[config.mk]
export PLATFORM = sky130hd
export DESIGN_NAME = dcm_ctrl
export DESIGN_NICKNAME = d
export VERILOG_FILES = /design/src/design/dcm_pkg.sv /design/src/design/dcm_ctrl.sv
export SDC_FILE = /design/constraint.sdc
export NUM_CORES = 1
export LEC_CHECK = 0
export ABC_AREA = 1
export CORE_ASPECT_RATIO = 0.6
export CORE_MARGIN = 10
export CORE_UTILIZATION = 62
export DETAILED_ROUTE_END_ITERATION = 10
export DONT_BUFFER_PORTS = 1
export PLACE_DENSITY = 0.8
export SYNTH_ARGS = -nofsm -noshare
export SYNTH_HDL_FRONTEND = slang
export SYNTH_SLANG_ARGS = --single-unit
[constraint.sdc]
create_clock -name sys_clk -period 2 [get_ports sys_clk]
set_clock_uncertainty 0.05 [all_clocks]
set_input_delay 0.3 -clock sys_clk [delete_from_list [all_inputs] [get_ports sys_clk]]
set_output_delay 0.3 -clock sys_clk [all_outputs]
set_load 0.005 [all_outputs]
[src/design/dcm_pkg.sv]
// constants, register map and state type for the command-mode sequencer
// assumes the memory clock is sys_clk itself, so one CK is one sys_clk cycle
package dcm_pkg;
	localparam int CLK_PS = 4000; // sys_clk period in ps

	// ns figure to whole cycles, rounded up for least times
	function automatic int ns_min(input int ns);
		return (ns * 1000 + CLK_PS - 1) / CLK_PS;
	endfunction

	// times in their own unit
	localparam int MOD_NCK        = 24;
	localparam int MOD_NS         = 15;
	localparam int MPX_LH_NS      = 12;
	localparam int TST_ENTRY_NS   = 200;
	localparam int TST_VALID_NS   = 200;
	localparam int TST_CLK_NS     = 10;
	localparam int ALERT_EXTRA_NS = 6;

	// derived cycle counts
	localparam int MOD_CYC    = (ns_min(MOD_NS) > MOD_NCK) ?
		ns_min(MOD_NS) : MOD_NCK;
	localparam int MPX_LH_CYC = ns_min(MPX_LH_NS);
	localparam int TST_EN_CYC = ns_min(TST_ENTRY_NS);
	localparam int TST_VD_CYC = ns_min(TST_VALID_NS);
	localparam int TST_CK_CYC = ns_min(TST_CLK_NS);
	localparam int ALERT_XCYC = ns_min(ALERT_EXTRA_NS);

	// per speed grade: 0 lowest, 1 middle, 2 highest
	localparam logic [7:0] PW_MIN [0:2] = '{8'h50, 8'h58, 8'h60};
	localparam logic [7:0] PW_MAX [0:2] = '{8'ha0, 8'hb0, 8'hc0};
	localparam logic [7:0] RSP_MAX [0:2] = '{8'h47, 8'h4e, 8'h55};
	localparam logic [3:0] CAL_LAT [0:2] = '{4'h5, 4'h6, 4'h6};
	localparam logic [3:0] CALG_LAT [0:2] = '{4'h6, 4'h8, 4'h8};
	localparam logic [3:0] PAR_LAT [0:2] = '{4'h5, 4'h6, 4'h6};

	// register map, byte addresses
	localparam logic [7:0] REG_CTRL  = 8'h00;
	localparam logic [7:0] REG_CMD   = 8'h04;
	localparam logic [7:0] REG_STAT  = 8'h08;
	localparam logic [7:0] REG_ALERT = 8'h0c;

	// control fields
	localparam int C_GRADE   = 0; // two bits
	localparam int C_CAL     = 2;
	localparam int C_GEAR    = 3;
	localparam int C_PERSIST = 4;
	localparam int C_MPS_IN  = 8; // pulse bits from here up
	localparam int C_MPS_OUT = 9;
	localparam int C_TST_IN  = 10;
	localparam int C_TST_OUT = 11;
	localparam int C_CLR     = 12;
	localparam logic [31:0] CTRL_KEEP = 32'h0000_001f;

	localparam logic [1:0] RESP_OKAY   = 2'h0;
	localparam logic [1:0] RESP_DECERR = 2'h3;

	typedef enum logic [3:0] {
		ST_IDLE, ST_CAL, ST_MPS_HOLD, ST_MPS, ST_MPX_LEAD, ST_MPX_SETUP,
		ST_MPX_LOW, ST_MPX_HIGH, ST_MPX_WAIT, ST_MPX_DLL,
		ST_TST_CLK, ST_TST_CS, ST_TST_WAIT, ST_TST
	} dcm_state_t;
endpackage

[src/design/dcm_ctrl.sv]
// controller for the special command modes of a ddr4 device: parity alert
// watch, command/address latency, max power saving entry/exit, test entry
// assumes an axi4-lite master on sys_clk and the device clock gated by ck_en
`timescale 1ns/100ps
module dcm_ctrl
	import dcm_pkg::*;
#(
	parameter int P_CPDED_CK = 4,   // command path disable delay, CK
	parameter int P_CKSRX_CK = 8,   // clock lead before exit, CK
	parameter int P_XS_CK    = 120, // exit delay without dll, CK
	parameter int P_XSDLL_CK = 768, // extra dll lock delay, CK
	parameter int P_XP_NS    = 6,   // select high hold after cke, ns
	parameter int P_MPXS_NS  = 1    // select setup to cke, ns
) (
	input  wire logic        sys_clk,
	input  wire logic        reset_n,
	input  wire logic [7:0]  s_axi_awaddr,
	input  wire logic        s_axi_awvalid,
	output logic             s_axi_awready,
	input  wire logic [31:0] s_axi_wdata,
	input  wire logic [3:0]  s_axi_wstrb,
	input  wire logic        s_axi_wvalid,
	output logic             s_axi_wready,
	output logic [1:0]       s_axi_bresp,
	output logic             s_axi_bvalid,
	input  wire logic        s_axi_bready,
	input  wire logic [7:0]  s_axi_araddr,
	input  wire logic        s_axi_arvalid,
	output logic             s_axi_arready,
	output logic [31:0]      s_axi_rdata,
	output logic [1:0]       s_axi_rresp,
	output logic             s_axi_rvalid,
	input  wire logic        s_axi_rready,
	output logic             ddr_ck_en,
	output logic             ddr_cke,
	output logic             ddr_cs_n,
	output logic             ddr_ten,
	output logic [23:0]      ddr_cmd,
	input  wire logic        ddr_alert_n
);
	localparam int MPED_CYC = MOD_CYC + P_CPDED_CK;
	localparam int XP_CYC   = ns_min(P_XP_NS);
	localparam int MPXS_CYC = ns_min(P_MPXS_NS);
	localparam int XREST    = P_XS_CK - MPX_LH_CYC - XP_CYC;

	dcm_state_t  state_ff;
	logic [15:0] tmr_ff;
	logic [31:0] ctrl_ff;
	logic [23:0] cmd_reg_ff;
	logic        cmd_pend_ff, mps_in_ff, mps_out_ff, tst_in_ff, tst_out_ff;
	logic        alert_s1_ff, alert_s2_ff, alert_d_ff;
	logic [7:0]  width_ff, last_w_ff;
	logic        seen_ff, werr_ff, unc_ff, dll_ok_ff, rsp_late_ff;
	logic [7:0]  hist_ff, rsp_ff;
	logic [1:0]  bresp_ff;
	logic [1:0]  grade;
	logic        wr_go, rd_go, clr, blocked, issue, take_cmd, on_rise;
	logic        off_fall, tmr_done;
	logic [31:0] wmask, stat;
	logic [3:0]  lat, unc_len;
	logic [7:0]  unc_mask;

	// grade 3 is not a real grade, fall back to the highest
	assign grade    = (ctrl_ff[C_GRADE+:2] == 2'h3) ? 2'h2
		: ctrl_ff[C_GRADE+:2];
	assign lat      = ctrl_ff[C_GEAR] ? CALG_LAT[grade]
		: CAL_LAT[grade];
	assign tmr_done = (tmr_ff == 16'h0000);

	// bus handshake: write address and data taken together
	assign wr_go         = s_axi_awvalid && s_axi_wvalid && !s_axi_bvalid;
	assign s_axi_awready = wr_go;
	assign s_axi_wready  = wr_go;
	assign rd_go         = s_axi_arvalid && !s_axi_rvalid;
	assign s_axi_arready = rd_go;
	assign s_axi_bresp   = bresp_ff;
	for (genvar i = 0; i < 4; i++) begin : g_strb
		assign wmask[8*i+:8] = {8{s_axi_wstrb[i]}};
	end
	assign clr = wr_go && s_axi_awaddr == REG_CTRL && s_axi_wstrb[1]
		&& s_axi_wdata[C_CLR];

	// write response, unmapped offsets answer decode error
	always_ff @(posedge sys_clk or negedge reset_n) begin
		if (!reset_n) begin
			s_axi_bvalid <= 1'b0;
			bresp_ff     <= RESP_OKAY;
		end else if (wr_go) begin
			s_axi_bvalid <= 1'b1;
			bresp_ff     <= (s_axi_awaddr == REG_CTRL
				|| s_axi_awaddr == REG_CMD) ? RESP_OKAY : RESP_DECERR;
		end else if (s_axi_bready) begin
			s_axi_bvalid <= 1'b0;
		end
	end

	// sticky control bits and the command word
	always_ff @(posedge sys_clk or negedge reset_n) begin
		if (!reset_n) begin
			ctrl_ff    <= 32'h0000_0000;
			cmd_reg_ff <= 24'h00_0000;
		end else if (wr_go && s_axi_awaddr == REG_CTRL) begin
			ctrl_ff <= ((ctrl_ff & ~wmask) | (s_axi_wdata & wmask))
				& CTRL_KEEP;
		end else if (wr_go && s_axi_awaddr == REG_CMD) begin
			cmd_reg_ff <= ((cmd_reg_ff & ~wmask[23:0])
				| (s_axi_wdata[23:0] & wmask[23:0]));
		end
	end

	// request flags; a new request wins over the one being taken
	always_ff @(posedge sys_clk or negedge reset_n) begin
		if (!reset_n) begin
			cmd_pend_ff <= 1'b0;
			mps_in_ff   <= 1'b0;
			mps_out_ff  <= 1'b0;
			tst_in_ff   <= 1'b0;
			tst_out_ff  <= 1'b0;
		end else begin
			cmd_pend_ff <= (cmd_pend_ff && !take_cmd)
				|| (wr_go && s_axi_awaddr == REG_CMD);
			mps_in_ff  <= (mps_in_ff && !(state_ff == ST_IDLE && !blocked
				&& !tst_in_ff)) || (clr_pulse(C_MPS_IN));
			mps_out_ff <= (mps_out_ff && state_ff != ST_MPS)
				|| clr_pulse(C_MPS_OUT);
			tst_in_ff  <= (tst_in_ff && state_ff != ST_IDLE)
				|| clr_pulse(C_TST_IN);
			tst_out_ff <= (tst_out_ff && state_ff != ST_TST)
				|| clr_pulse(C_TST_OUT);
		end
	end

	function automatic logic clr_pulse(input int bitpos);
		return wr_go && s_axi_awaddr == REG_CTRL && s_axi_wstrb[1]
			&& s_axi_wdata[bitpos];
	endfunction

	// alert pin synchroniser; only the second stage and the delay stage after it are looked at
	always_ff @(posedge sys_clk or negedge reset_n) begin
		if (!reset_n) begin
			alert_s1_ff <= 1'b1;
			alert_s2_ff <= 1'b1;
			alert_d_ff  <= 1'b1;
		end else begin
			alert_s1_ff <= ddr_alert_n;
			alert_s2_ff <= alert_s1_ff;
			alert_d_ff  <= alert_s2_ff;
		end
	end
	assign on_rise  = alert_d_ff && !alert_s2_ff;
	assign off_fall = !alert_d_ff && alert_s2_ff;

	// pulse width check; width saturates so a long pulse still flags once it ends
	always_ff @(posedge sys_clk or negedge reset_n) begin
		if (!reset_n) begin
			width_ff  <= 8'h00;
			last_w_ff <= 8'h00;
			werr_ff   <= 1'b0;
		end else begin
			if (on_rise)
				width_ff <= 8'h01;
			else if (!alert_s2_ff && width_ff != 8'hff)
				width_ff <= width_ff + 8'h01;
			if (off_fall)
				last_w_ff <= width_ff;
			werr_ff <= (werr_ff && !clr) || (off_fall
				&& (width_ff < PW_MIN[grade]
				|| width_ff > PW_MAX[grade]));
		end
	end

	// commands inside parity latency plus pin delay may not have run
	assign unc_len  = PAR_LAT[grade] + 4'(ALERT_XCYC);
	assign unc_mask = 8'((9'h001 << unc_len) - 9'h001);
	always_ff @(posedge sys_clk or negedge reset_n) begin
		if (!reset_n) begin
			hist_ff <= 8'h00;
			seen_ff <= 1'b0;
			unc_ff  <= 1'b0;
		end else begin
			hist_ff <= {hist_ff[6:0], issue};
			seen_ff <= (seen_ff && !clr) || on_rise;
			unc_ff  <= (unc_ff && !clr)
				|| (on_rise && |(hist_ff & unc_mask));
		end
	end

	// time since the last alert, saturating, for software to see; late flag on a select past the limit in persistent mode
	always_ff @(posedge sys_clk or negedge reset_n) begin
		if (!reset_n) begin
			rsp_ff      <= 8'h00;
			rsp_late_ff <= 1'b0;
		end else begin
			if (on_rise)
				rsp_ff <= 8'h00;
			else if (rsp_ff != 8'hff)
				rsp_ff <= rsp_ff + 8'h01;
			rsp_late_ff <= (rsp_late_ff && !clr) || (issue && seen_ff
				&& ctrl_ff[C_PERSIST] && rsp_ff > RSP_MAX[grade]);
		end
	end

	// persistent parity holds commands off until software clears alert
	assign blocked  = ctrl_ff[C_PERSIST] && seen_ff;
	assign take_cmd = state_ff == ST_IDLE && cmd_pend_ff && !blocked
		&& !tst_in_ff && !mps_in_ff;
	assign issue    = !ddr_cs_n;

	// sequencer: one timer, each wait state leaves when it reaches zero
	always_ff @(posedge sys_clk or negedge reset_n) begin
		if (!reset_n) begin
			state_ff  <= ST_IDLE;
			tmr_ff    <= 16'h0000;
			ddr_ck_en <= 1'b1;
			ddr_cke   <= 1'b1;
			ddr_cs_n  <= 1'b1;
			ddr_ten   <= 1'b0;
			ddr_cmd   <= 24'h00_0000;
			dll_ok_ff <= 1'b1;
		end else if (!tmr_done) begin
			tmr_ff   <= tmr_ff - 16'h0001;
			ddr_cs_n <= (state_ff == ST_CAL || state_ff == ST_MPS_HOLD)
				? 1'b1 : ddr_cs_n;
		end else begin
			unique case (state_ff)
			ST_IDLE: begin
				ddr_cs_n <= 1'b1;
				if (tst_in_ff) begin
					ddr_ten  <= 1'b1;
					tmr_ff   <= 16'(TST_CK_CYC - 1);
					state_ff <= ST_TST_CLK;
				end else if (mps_in_ff && !blocked) begin
					ddr_cs_n  <= 1'b0;
					ddr_cmd   <= cmd_reg_ff;
					dll_ok_ff <= 1'b0;
					tmr_ff    <= 16'(MPED_CYC - 1);
					state_ff  <= ST_MPS_HOLD;
				end else if (take_cmd) begin
					ddr_cs_n <= 1'b0;
					ddr_cmd  <= cmd_reg_ff;
					if (ctrl_ff[C_CAL]) begin
						tmr_ff   <= 16'(lat);
						state_ff <= ST_CAL;
					end
				end
			end
			ST_CAL: begin
				ddr_cs_n <= 1'b1;
				state_ff <= ST_IDLE;
			end
			ST_MPS_HOLD: begin
				ddr_ck_en <= 1'b0; // clock may stop only now
				ddr_cke   <= 1'b0;
				state_ff  <= ST_MPS;
			end
			ST_MPS: begin
				if (mps_out_ff) begin
					ddr_ck_en <= 1'b1;
					tmr_ff    <= 16'(P_CKSRX_CK - 1);
					state_ff  <= ST_MPX_LEAD;
				end
			end
			ST_MPX_LEAD: begin
				ddr_cs_n <= 1'b0;
				tmr_ff   <= 16'(MPXS_CYC - 1);
				state_ff <= ST_MPX_SETUP;
			end
			ST_MPX_SETUP: begin
				ddr_cke  <= 1'b1;
				tmr_ff   <= 16'(MPX_LH_CYC - 1);
				state_ff <= ST_MPX_LOW;
			end
			ST_MPX_LOW: begin
				ddr_cs_n <= 1'b1;
				tmr_ff   <= 16'(XP_CYC - 1);
				state_ff <= ST_MPX_HIGH;
			end
			ST_MPX_HIGH: begin
				tmr_ff   <= 16'(XREST - 1);
				state_ff <= ST_MPX_WAIT;
			end
			ST_MPX_WAIT: begin
				tmr_ff   <= 16'(P_XSDLL_CK - 1);
				state_ff <= ST_MPX_DLL;
			end
			ST_MPX_DLL: begin
				dll_ok_ff <= 1'b1;
				state_ff  <= ST_IDLE;
			end
			ST_TST_CLK: begin
				ddr_ck_en <= 1'b1;
				ddr_cke   <= 1'b1;
				tmr_ff    <= 16'(TST_EN_CYC - TST_CK_CYC - 1);
				state_ff  <= ST_TST_CS;
			end
			ST_TST_CS: begin
				ddr_cs_n <= 1'b0;
				tmr_ff   <= 16'(TST_VD_CYC - 1);
				state_ff <= ST_TST_WAIT;
			end
			ST_TST_WAIT: state_ff <= ST_TST;
			ST_TST: begin
				if (tst_out_ff) begin
					ddr_ten  <= 1'b0;
					ddr_cs_n <= 1'b1;
					state_ff <= ST_IDLE;
				end
			end
			endcase
		end
	end

	// status word
	assign stat = {16'h0000, 3'h0, rsp_late_ff, state_ff,
		(state_ff == ST_TST), dll_ok_ff,
		(state_ff == ST_MPX_DLL || dll_ok_ff), (state_ff == ST_MPS),
		unc_ff, werr_ff, seen_ff, blocked};

	// read channel, unmapped offsets read zero with decode error
	always_ff @(posedge sys_clk or negedge reset_n) begin
		if (!reset_n) begin
			s_axi_rvalid <= 1'b0;
			s_axi_rdata  <= 32'h0000_0000;
			s_axi_rresp  <= RESP_OKAY;
		end else if (rd_go) begin
			s_axi_rvalid <= 1'b1;
			s_axi_rresp  <= RESP_OKAY;
			unique case (s_axi_araddr)
			REG_CTRL:  s_axi_rdata <= ctrl_ff;
			REG_CMD:   s_axi_rdata <= {8'h00, cmd_reg_ff};
			REG_STAT:  s_axi_rdata <= stat;
			REG_ALERT: s_axi_rdata <= {16'h0000, rsp_ff, last_w_ff};
			default: begin
				s_axi_rdata <= 32'h0000_0000;
				s_axi_rresp <= RESP_DECERR;
			end
			endcase
		end else if (s_axi_rready) begin
			s_axi_rvalid <= 1'b0;
		end
	end
endmodule

# Word level (Yosys, flattened, before mapping)
# Index checks and enable logic that the tools add are counted.
# Widths: inputs -> output; s select.
word_totals:
  reg_bits: 160
  input_bits: 60
op_classes:
  add_sub_neg: 5
  magnitude_cmp: 4
  n_eq_ne: 35
  n_shift: 1
  n_mux: 60
  bitwise: 12
  reduce_logical: 90
ops:
  columns: ["operator", "count"]
  rows:
  - ["$pmux 16 s9", 1]
  - ["$mux 16", 6]
  - ["$pmux 24 s4", 1]
  - ["$mux 8", 10]
  - ["$pmux 4 s13", 1]
  - ["$and 24x24->24", 2]
  - ["$bmux 8 s2", 3]
  - ["$mux 24", 2]
  - ["$mux 4", 11]
  - ["$logic_and 1x1->1", 36]
  - ["$eq 4x4->1 const B", 6]
  - ["$not 24->24", 1]
  - ["$or 24x24->24", 1]
  - ["$reduce_bool 2->1", 9]
  - ["$add 8x1->8 const B", 2]
  - ["$bmux 4 s2", 2]
  - ["$eq 4x3->1 const B", 4]
  - ["$eq 8x3->1 const B", 2]
  - ["$eq 8x4->1 const B", 2]
  - ["$gt 8x8->1", 2]
  - ["$logic_not 16->1", 1]
  - ["$logic_not 8->1", 2]
  - ["$ne 8x8->1 const B", 2]
  - ["$reduce_and 4->1", 4]
  - ["40 further kinds", 94]

# Longest topological paths before layout
logic_depth:
  word_depth: 13
  ltp_mapped: 13
  depth_no_buf: 12

# Least setup slack after synthesis
# Ideal clock, no wire load.
synth_timing:
  path_type: "register -> register"
  from: "register tmr_ff[0]"
  to: "register ddr_cmd[13]"
  setup_time_ps: 117
  arrival_time_ps: 1496
  required_time_ps: 1833
  slack_ps: 337
  path_stages_with_launch: 11
  n_path_buf: 1
  period_less_slack_ps: 1663
  cell_sequence: "dfrtp_1 > inv_1 > ha_1 > nand3_1 > nor2_2 > nand2_4 > nor2_8 > nand2_4 > buf_6 > nand2_2 > o21ai_2"
synth_via:
  elab_chain_cells: 2
synth_rtl:
  columns: ["item", "line_no", "rtl"]
  rows:
  - ["start, declared", "dcm_ctrl.sv:47", "logic [15:0] tmr_ff;"]
  - ["start signal, assigned", "dcm_ctrl.sv:221", "tmr_ff <= tmr_ff - 16'h0001;"]
  - ["start signal, assigned", "dcm_ctrl.sv:230", "tmr_ff <= 16'(TST_CK_CYC - 1);"]
  - ["start signal, assigned", "dcm_ctrl.sv:236", "tmr_ff <= 16'(MPED_CYC - 1);"]
  - ["$logic_not 16->1", "dcm_ctrl.sv:68", "assign tmr_done = (tmr_ff == 16'h0000);"]
  - ["$reduce_and 4->1 (no line)", null, null]
  - ["end signal, assigned", "dcm_ctrl.sv:234", "ddr_cmd <= cmd_reg_ff;"]
  - ["end signal, assigned", "dcm_ctrl.sv:240", "ddr_cmd <= cmd_reg_ff;"]
  - ["end, declared", "dcm_ctrl.sv:38", "output logic [23:0] ddr_cmd,"]
# No other way between the ends.
# A chain may end at the register's enable or synchronous reset.

# Worst setup path in the final report
layout_timing:
  from: "register s_axi_rvalid"
  to: "output port s_axi_arready"
layout_via:
  elab_chain_cells: 2
layout_rtl:
  columns: ["item", "line_no", "rtl"]
  rows:
  - ["start, declared", "dcm_ctrl.sv:32", "output logic s_axi_rvalid,"]
  - ["start signal, assigned", "dcm_ctrl.sv:322", "s_axi_rvalid <= 1'b0;"]
  - ["start signal, assigned", "dcm_ctrl.sv:326", "s_axi_rvalid <= 1'b1;"]
  - ["start signal, assigned", "dcm_ctrl.sv:339", "s_axi_rvalid <= 1'b0;"]
  - ["$logic_not 1->1", "dcm_ctrl.sv:74", "assign rd_go = s_axi_arvalid && !s_axi_rvalid;"]
  - ["$logic_and 1x1->1", "dcm_ctrl.sv:74", null]
  - ["end, declared", "dcm_ctrl.sv:29", "output logic s_axi_arready,"]
# No other way between the ends.

==> run metrics <==
Reg area=0.003764 sq mm; PD cells=796.2 mW/mm^2; Final Critical Period=approximately 1.9 ns; Rows=31; xor/xnor share of the synthesized area=less than 1%; commonest cells after routing, fill and taps aside=247 x nand2_1, 142 x dfrtp_1, 101 x inv_1, 79 x o21ai_0, 72 x nor2_1; Compound-Gate Fraction of Synth Area=between 10 and 15%; Clock Tree Buf Depth=2; slowest stage delay, CP=0.49 ns; Synth Instances=between 900 and 1,000; area occupied by multi-input gates=approximately 0.0033 sq mm; Starting Density=a little over three fifths; Peak VDD IR=about 0.64 mV; failing checks=hold timing; fmax=roughly 530 MHz; final hold vios=150; final setup violation count=0; max-cap violations=0; largest net degree at the start of global routing=around 150; Clock Latency Late Sink=0.43 ns; clock-pin slew on the worst setup and hold paths=~0.070 ns; Yosys reg bits=150; Detail Route Antenna Nets=0; tightest hold margin=-0.4798 ns; sequential share of the synthesized area=between 40% and 50%; post-DP HPWL=15,540 um; Total Routing Usage GR=~25%; root buf cell=clkbuf_16; fin util=between 70% and 80%; Post-Synth Simple-Gate Area=between 20% and 30%; routed length per placed instance=about 18 um; post-synthesis area per instance=a little over 8 sq um; H-tree Lvls=4; Finished Layout Cells=about 1,200; post-synth cell types=43; Worst Path Required=around 1.7 ns; antenna fix cells=0; fill count=approximately 900; vias in the first global route=6,369; Die Width=about 160 um; Setup TNS=0 ns; most used cell, CP=inv_1; Crit Path Max Fanout=15; fraction of layout cells with a size suffix above 1=around 14%; clk sinks=150; CP max stage cell=inv_1; first-pass GRT wire length=34,420 um; DR vias/cell=5.746; most common cell after layout, fill and taps aside=nand2_1; adder-cell share of the synthesized area=between 2 and 2.5%; Num CTS Buffers=17; CTS tree=yes; die area=0.01725 sq mm; Top Ports=129; main combinational cell family by area after synthesis=simple AND/OR/NAND/NOR gates; initial detailed-routing violation count=approximately 640; Critical Path AT=1.55 ns; Post-Syn Area=about 0.0076 sq mm; max-slew violations=0; Final period util=between 90% and 100%; total power=roughly 0.0069 W; final WL=roughly 21,000 um; Pre-antenna DRT Iters=6; area growth from synthesis to layout=14.69%; DRC Markers=0; Core Area=~0.012 sq mm; R2R setup slack=approximately 0.11 ns; dpl cells=roughly 1,100; routed vias=roughly 6,600; Worst setup SP type=register; Worst slew margin=61.81%; status=finished with violations; hold crit path type=in -> async; CTS Hold Bufs=22; post-synth top area cell=dfrtp_1; die height=~110 um; GRT overflow=0; P_leak=between 4 and 5 nW; initial antenna violation count=0; Least-Margin Pin Slew=0.5684 ns; Synth area leaders=dfrtp_1 47%, nand2_1 12%, o21ai_0 5.3%, inv_1 5.0%, nand3_1 4.3%; nets=1,052; fraction of synthesized area in multiplexers=0%; CP Class=reg -> out; Yosys warning count=0; port bufs=0; RD Place Congestion=~0.93; top cell type's share of synthesized area=between 40% and 50%; CP endpoint kind=output port; crit path cell chain=inv_1, nand2_1, inv_1
[worst max-delay path: cells and delay by family, from the launching register on]
| kind | cells | cell delay (ns) |
|---|---|---|
| DFF | 1 | 0.40 |
| and+or+nand+nor | 1 | 0.18 |
| buffers and inverters | 2 | 0.56 |
[stage by stage]
stage / hold slack [ns] / worst slack, ns / cell area [sq um]
floorplan: -0.04559 / 0.3366 / 7635
global placement: -0.04110 / 0.06060 / 7824
detailed placement: -0.04051 / -0.003266 / 7824
CTS: -0.4909 / 0.002077 / 8665
global route: -0.4966 / -0.03463 / 8726
finish: -0.4798 / 0.09753 / 8726
[per-layer routing]
metal,wire (um),vias to the layer above,GRT usage (%)
li1,-,3097,-
met1,9936,3167,37.57
met2,8584,345,33.38
met3,2500,28,8.974
met4,269,0,5.897
met5,0,-,0
[power breakdown]
part           switching [W]  internal, W
clock network        0.00133      0.00202
logic               0.000228     0.000142
registers           0.000101      0.00313
total                0.00166      0.00529
[kinds of logic (layout without fill, tap and decap cells)]
family,after synthesis,after routing
AND/OR/NAND/NOR,460,460
flip-flops,150,150
buffers and inverters,139,191
adder cells (fa/ha/maj),15,15
other,1,8
AO/OA/AOI/OAI,158,158
XOR/XNOR,8,8
[final timing paths]
kind	from	end	cells after the start
max	s_axi_rvalid	s_axi_arready	3
min	reset_n	tmr_ff[11]	0
max reg2reg	tmr_ff[1]	ddr_cmd[1]	10
min reg2reg	alert_s1_ff	alert_s2_ff	0
max in group asynchronous	reset_n	dll_ok_ff	0
min in group sys_clk	s_axi_wdata[3]	register	2
[synthesized netlist by cell type, drive strengths merged]
master and number:
conb 1, a211oi 1, a21oi 21, dfstp 7, o221ai 2, clkinv 1
o21ai 104, xnor2 3, inv 105, o21bai 2, nor2 82, o21a 3
o211ai 8, nand2 278, nor3 21, a31oi 1, dfrtp 143, o22ai 7
or2 2, a22o 1, buf 25, ha 15, nor4 1, xor2 5
nand4 7, o31ai 8, nand3 67, nand3b 2, clkbuf 8
[repair_timing]
item / in CTS / in global routing
endpoints found under the setup margin: 11 / 47
setup buffers: 1 / 5
pin swaps: 1 / 3
endpoints found under the hold margin: 170 / 150
resized for setup: 0 / 10
[cell type report]
class | count | area share, %
Inverter | 106 | 4.588
Clock inverter | 12 | 1.907
Timing Repair Buffer | 53 | 5.334
Multi-Input combinational cell | 649 | 37.55
Clock buffer | 20 | 5.119
Tap cell | 165 | 2.366
Sequential cell | 150 | 43.13
Power figures use the tool's default switching activity.
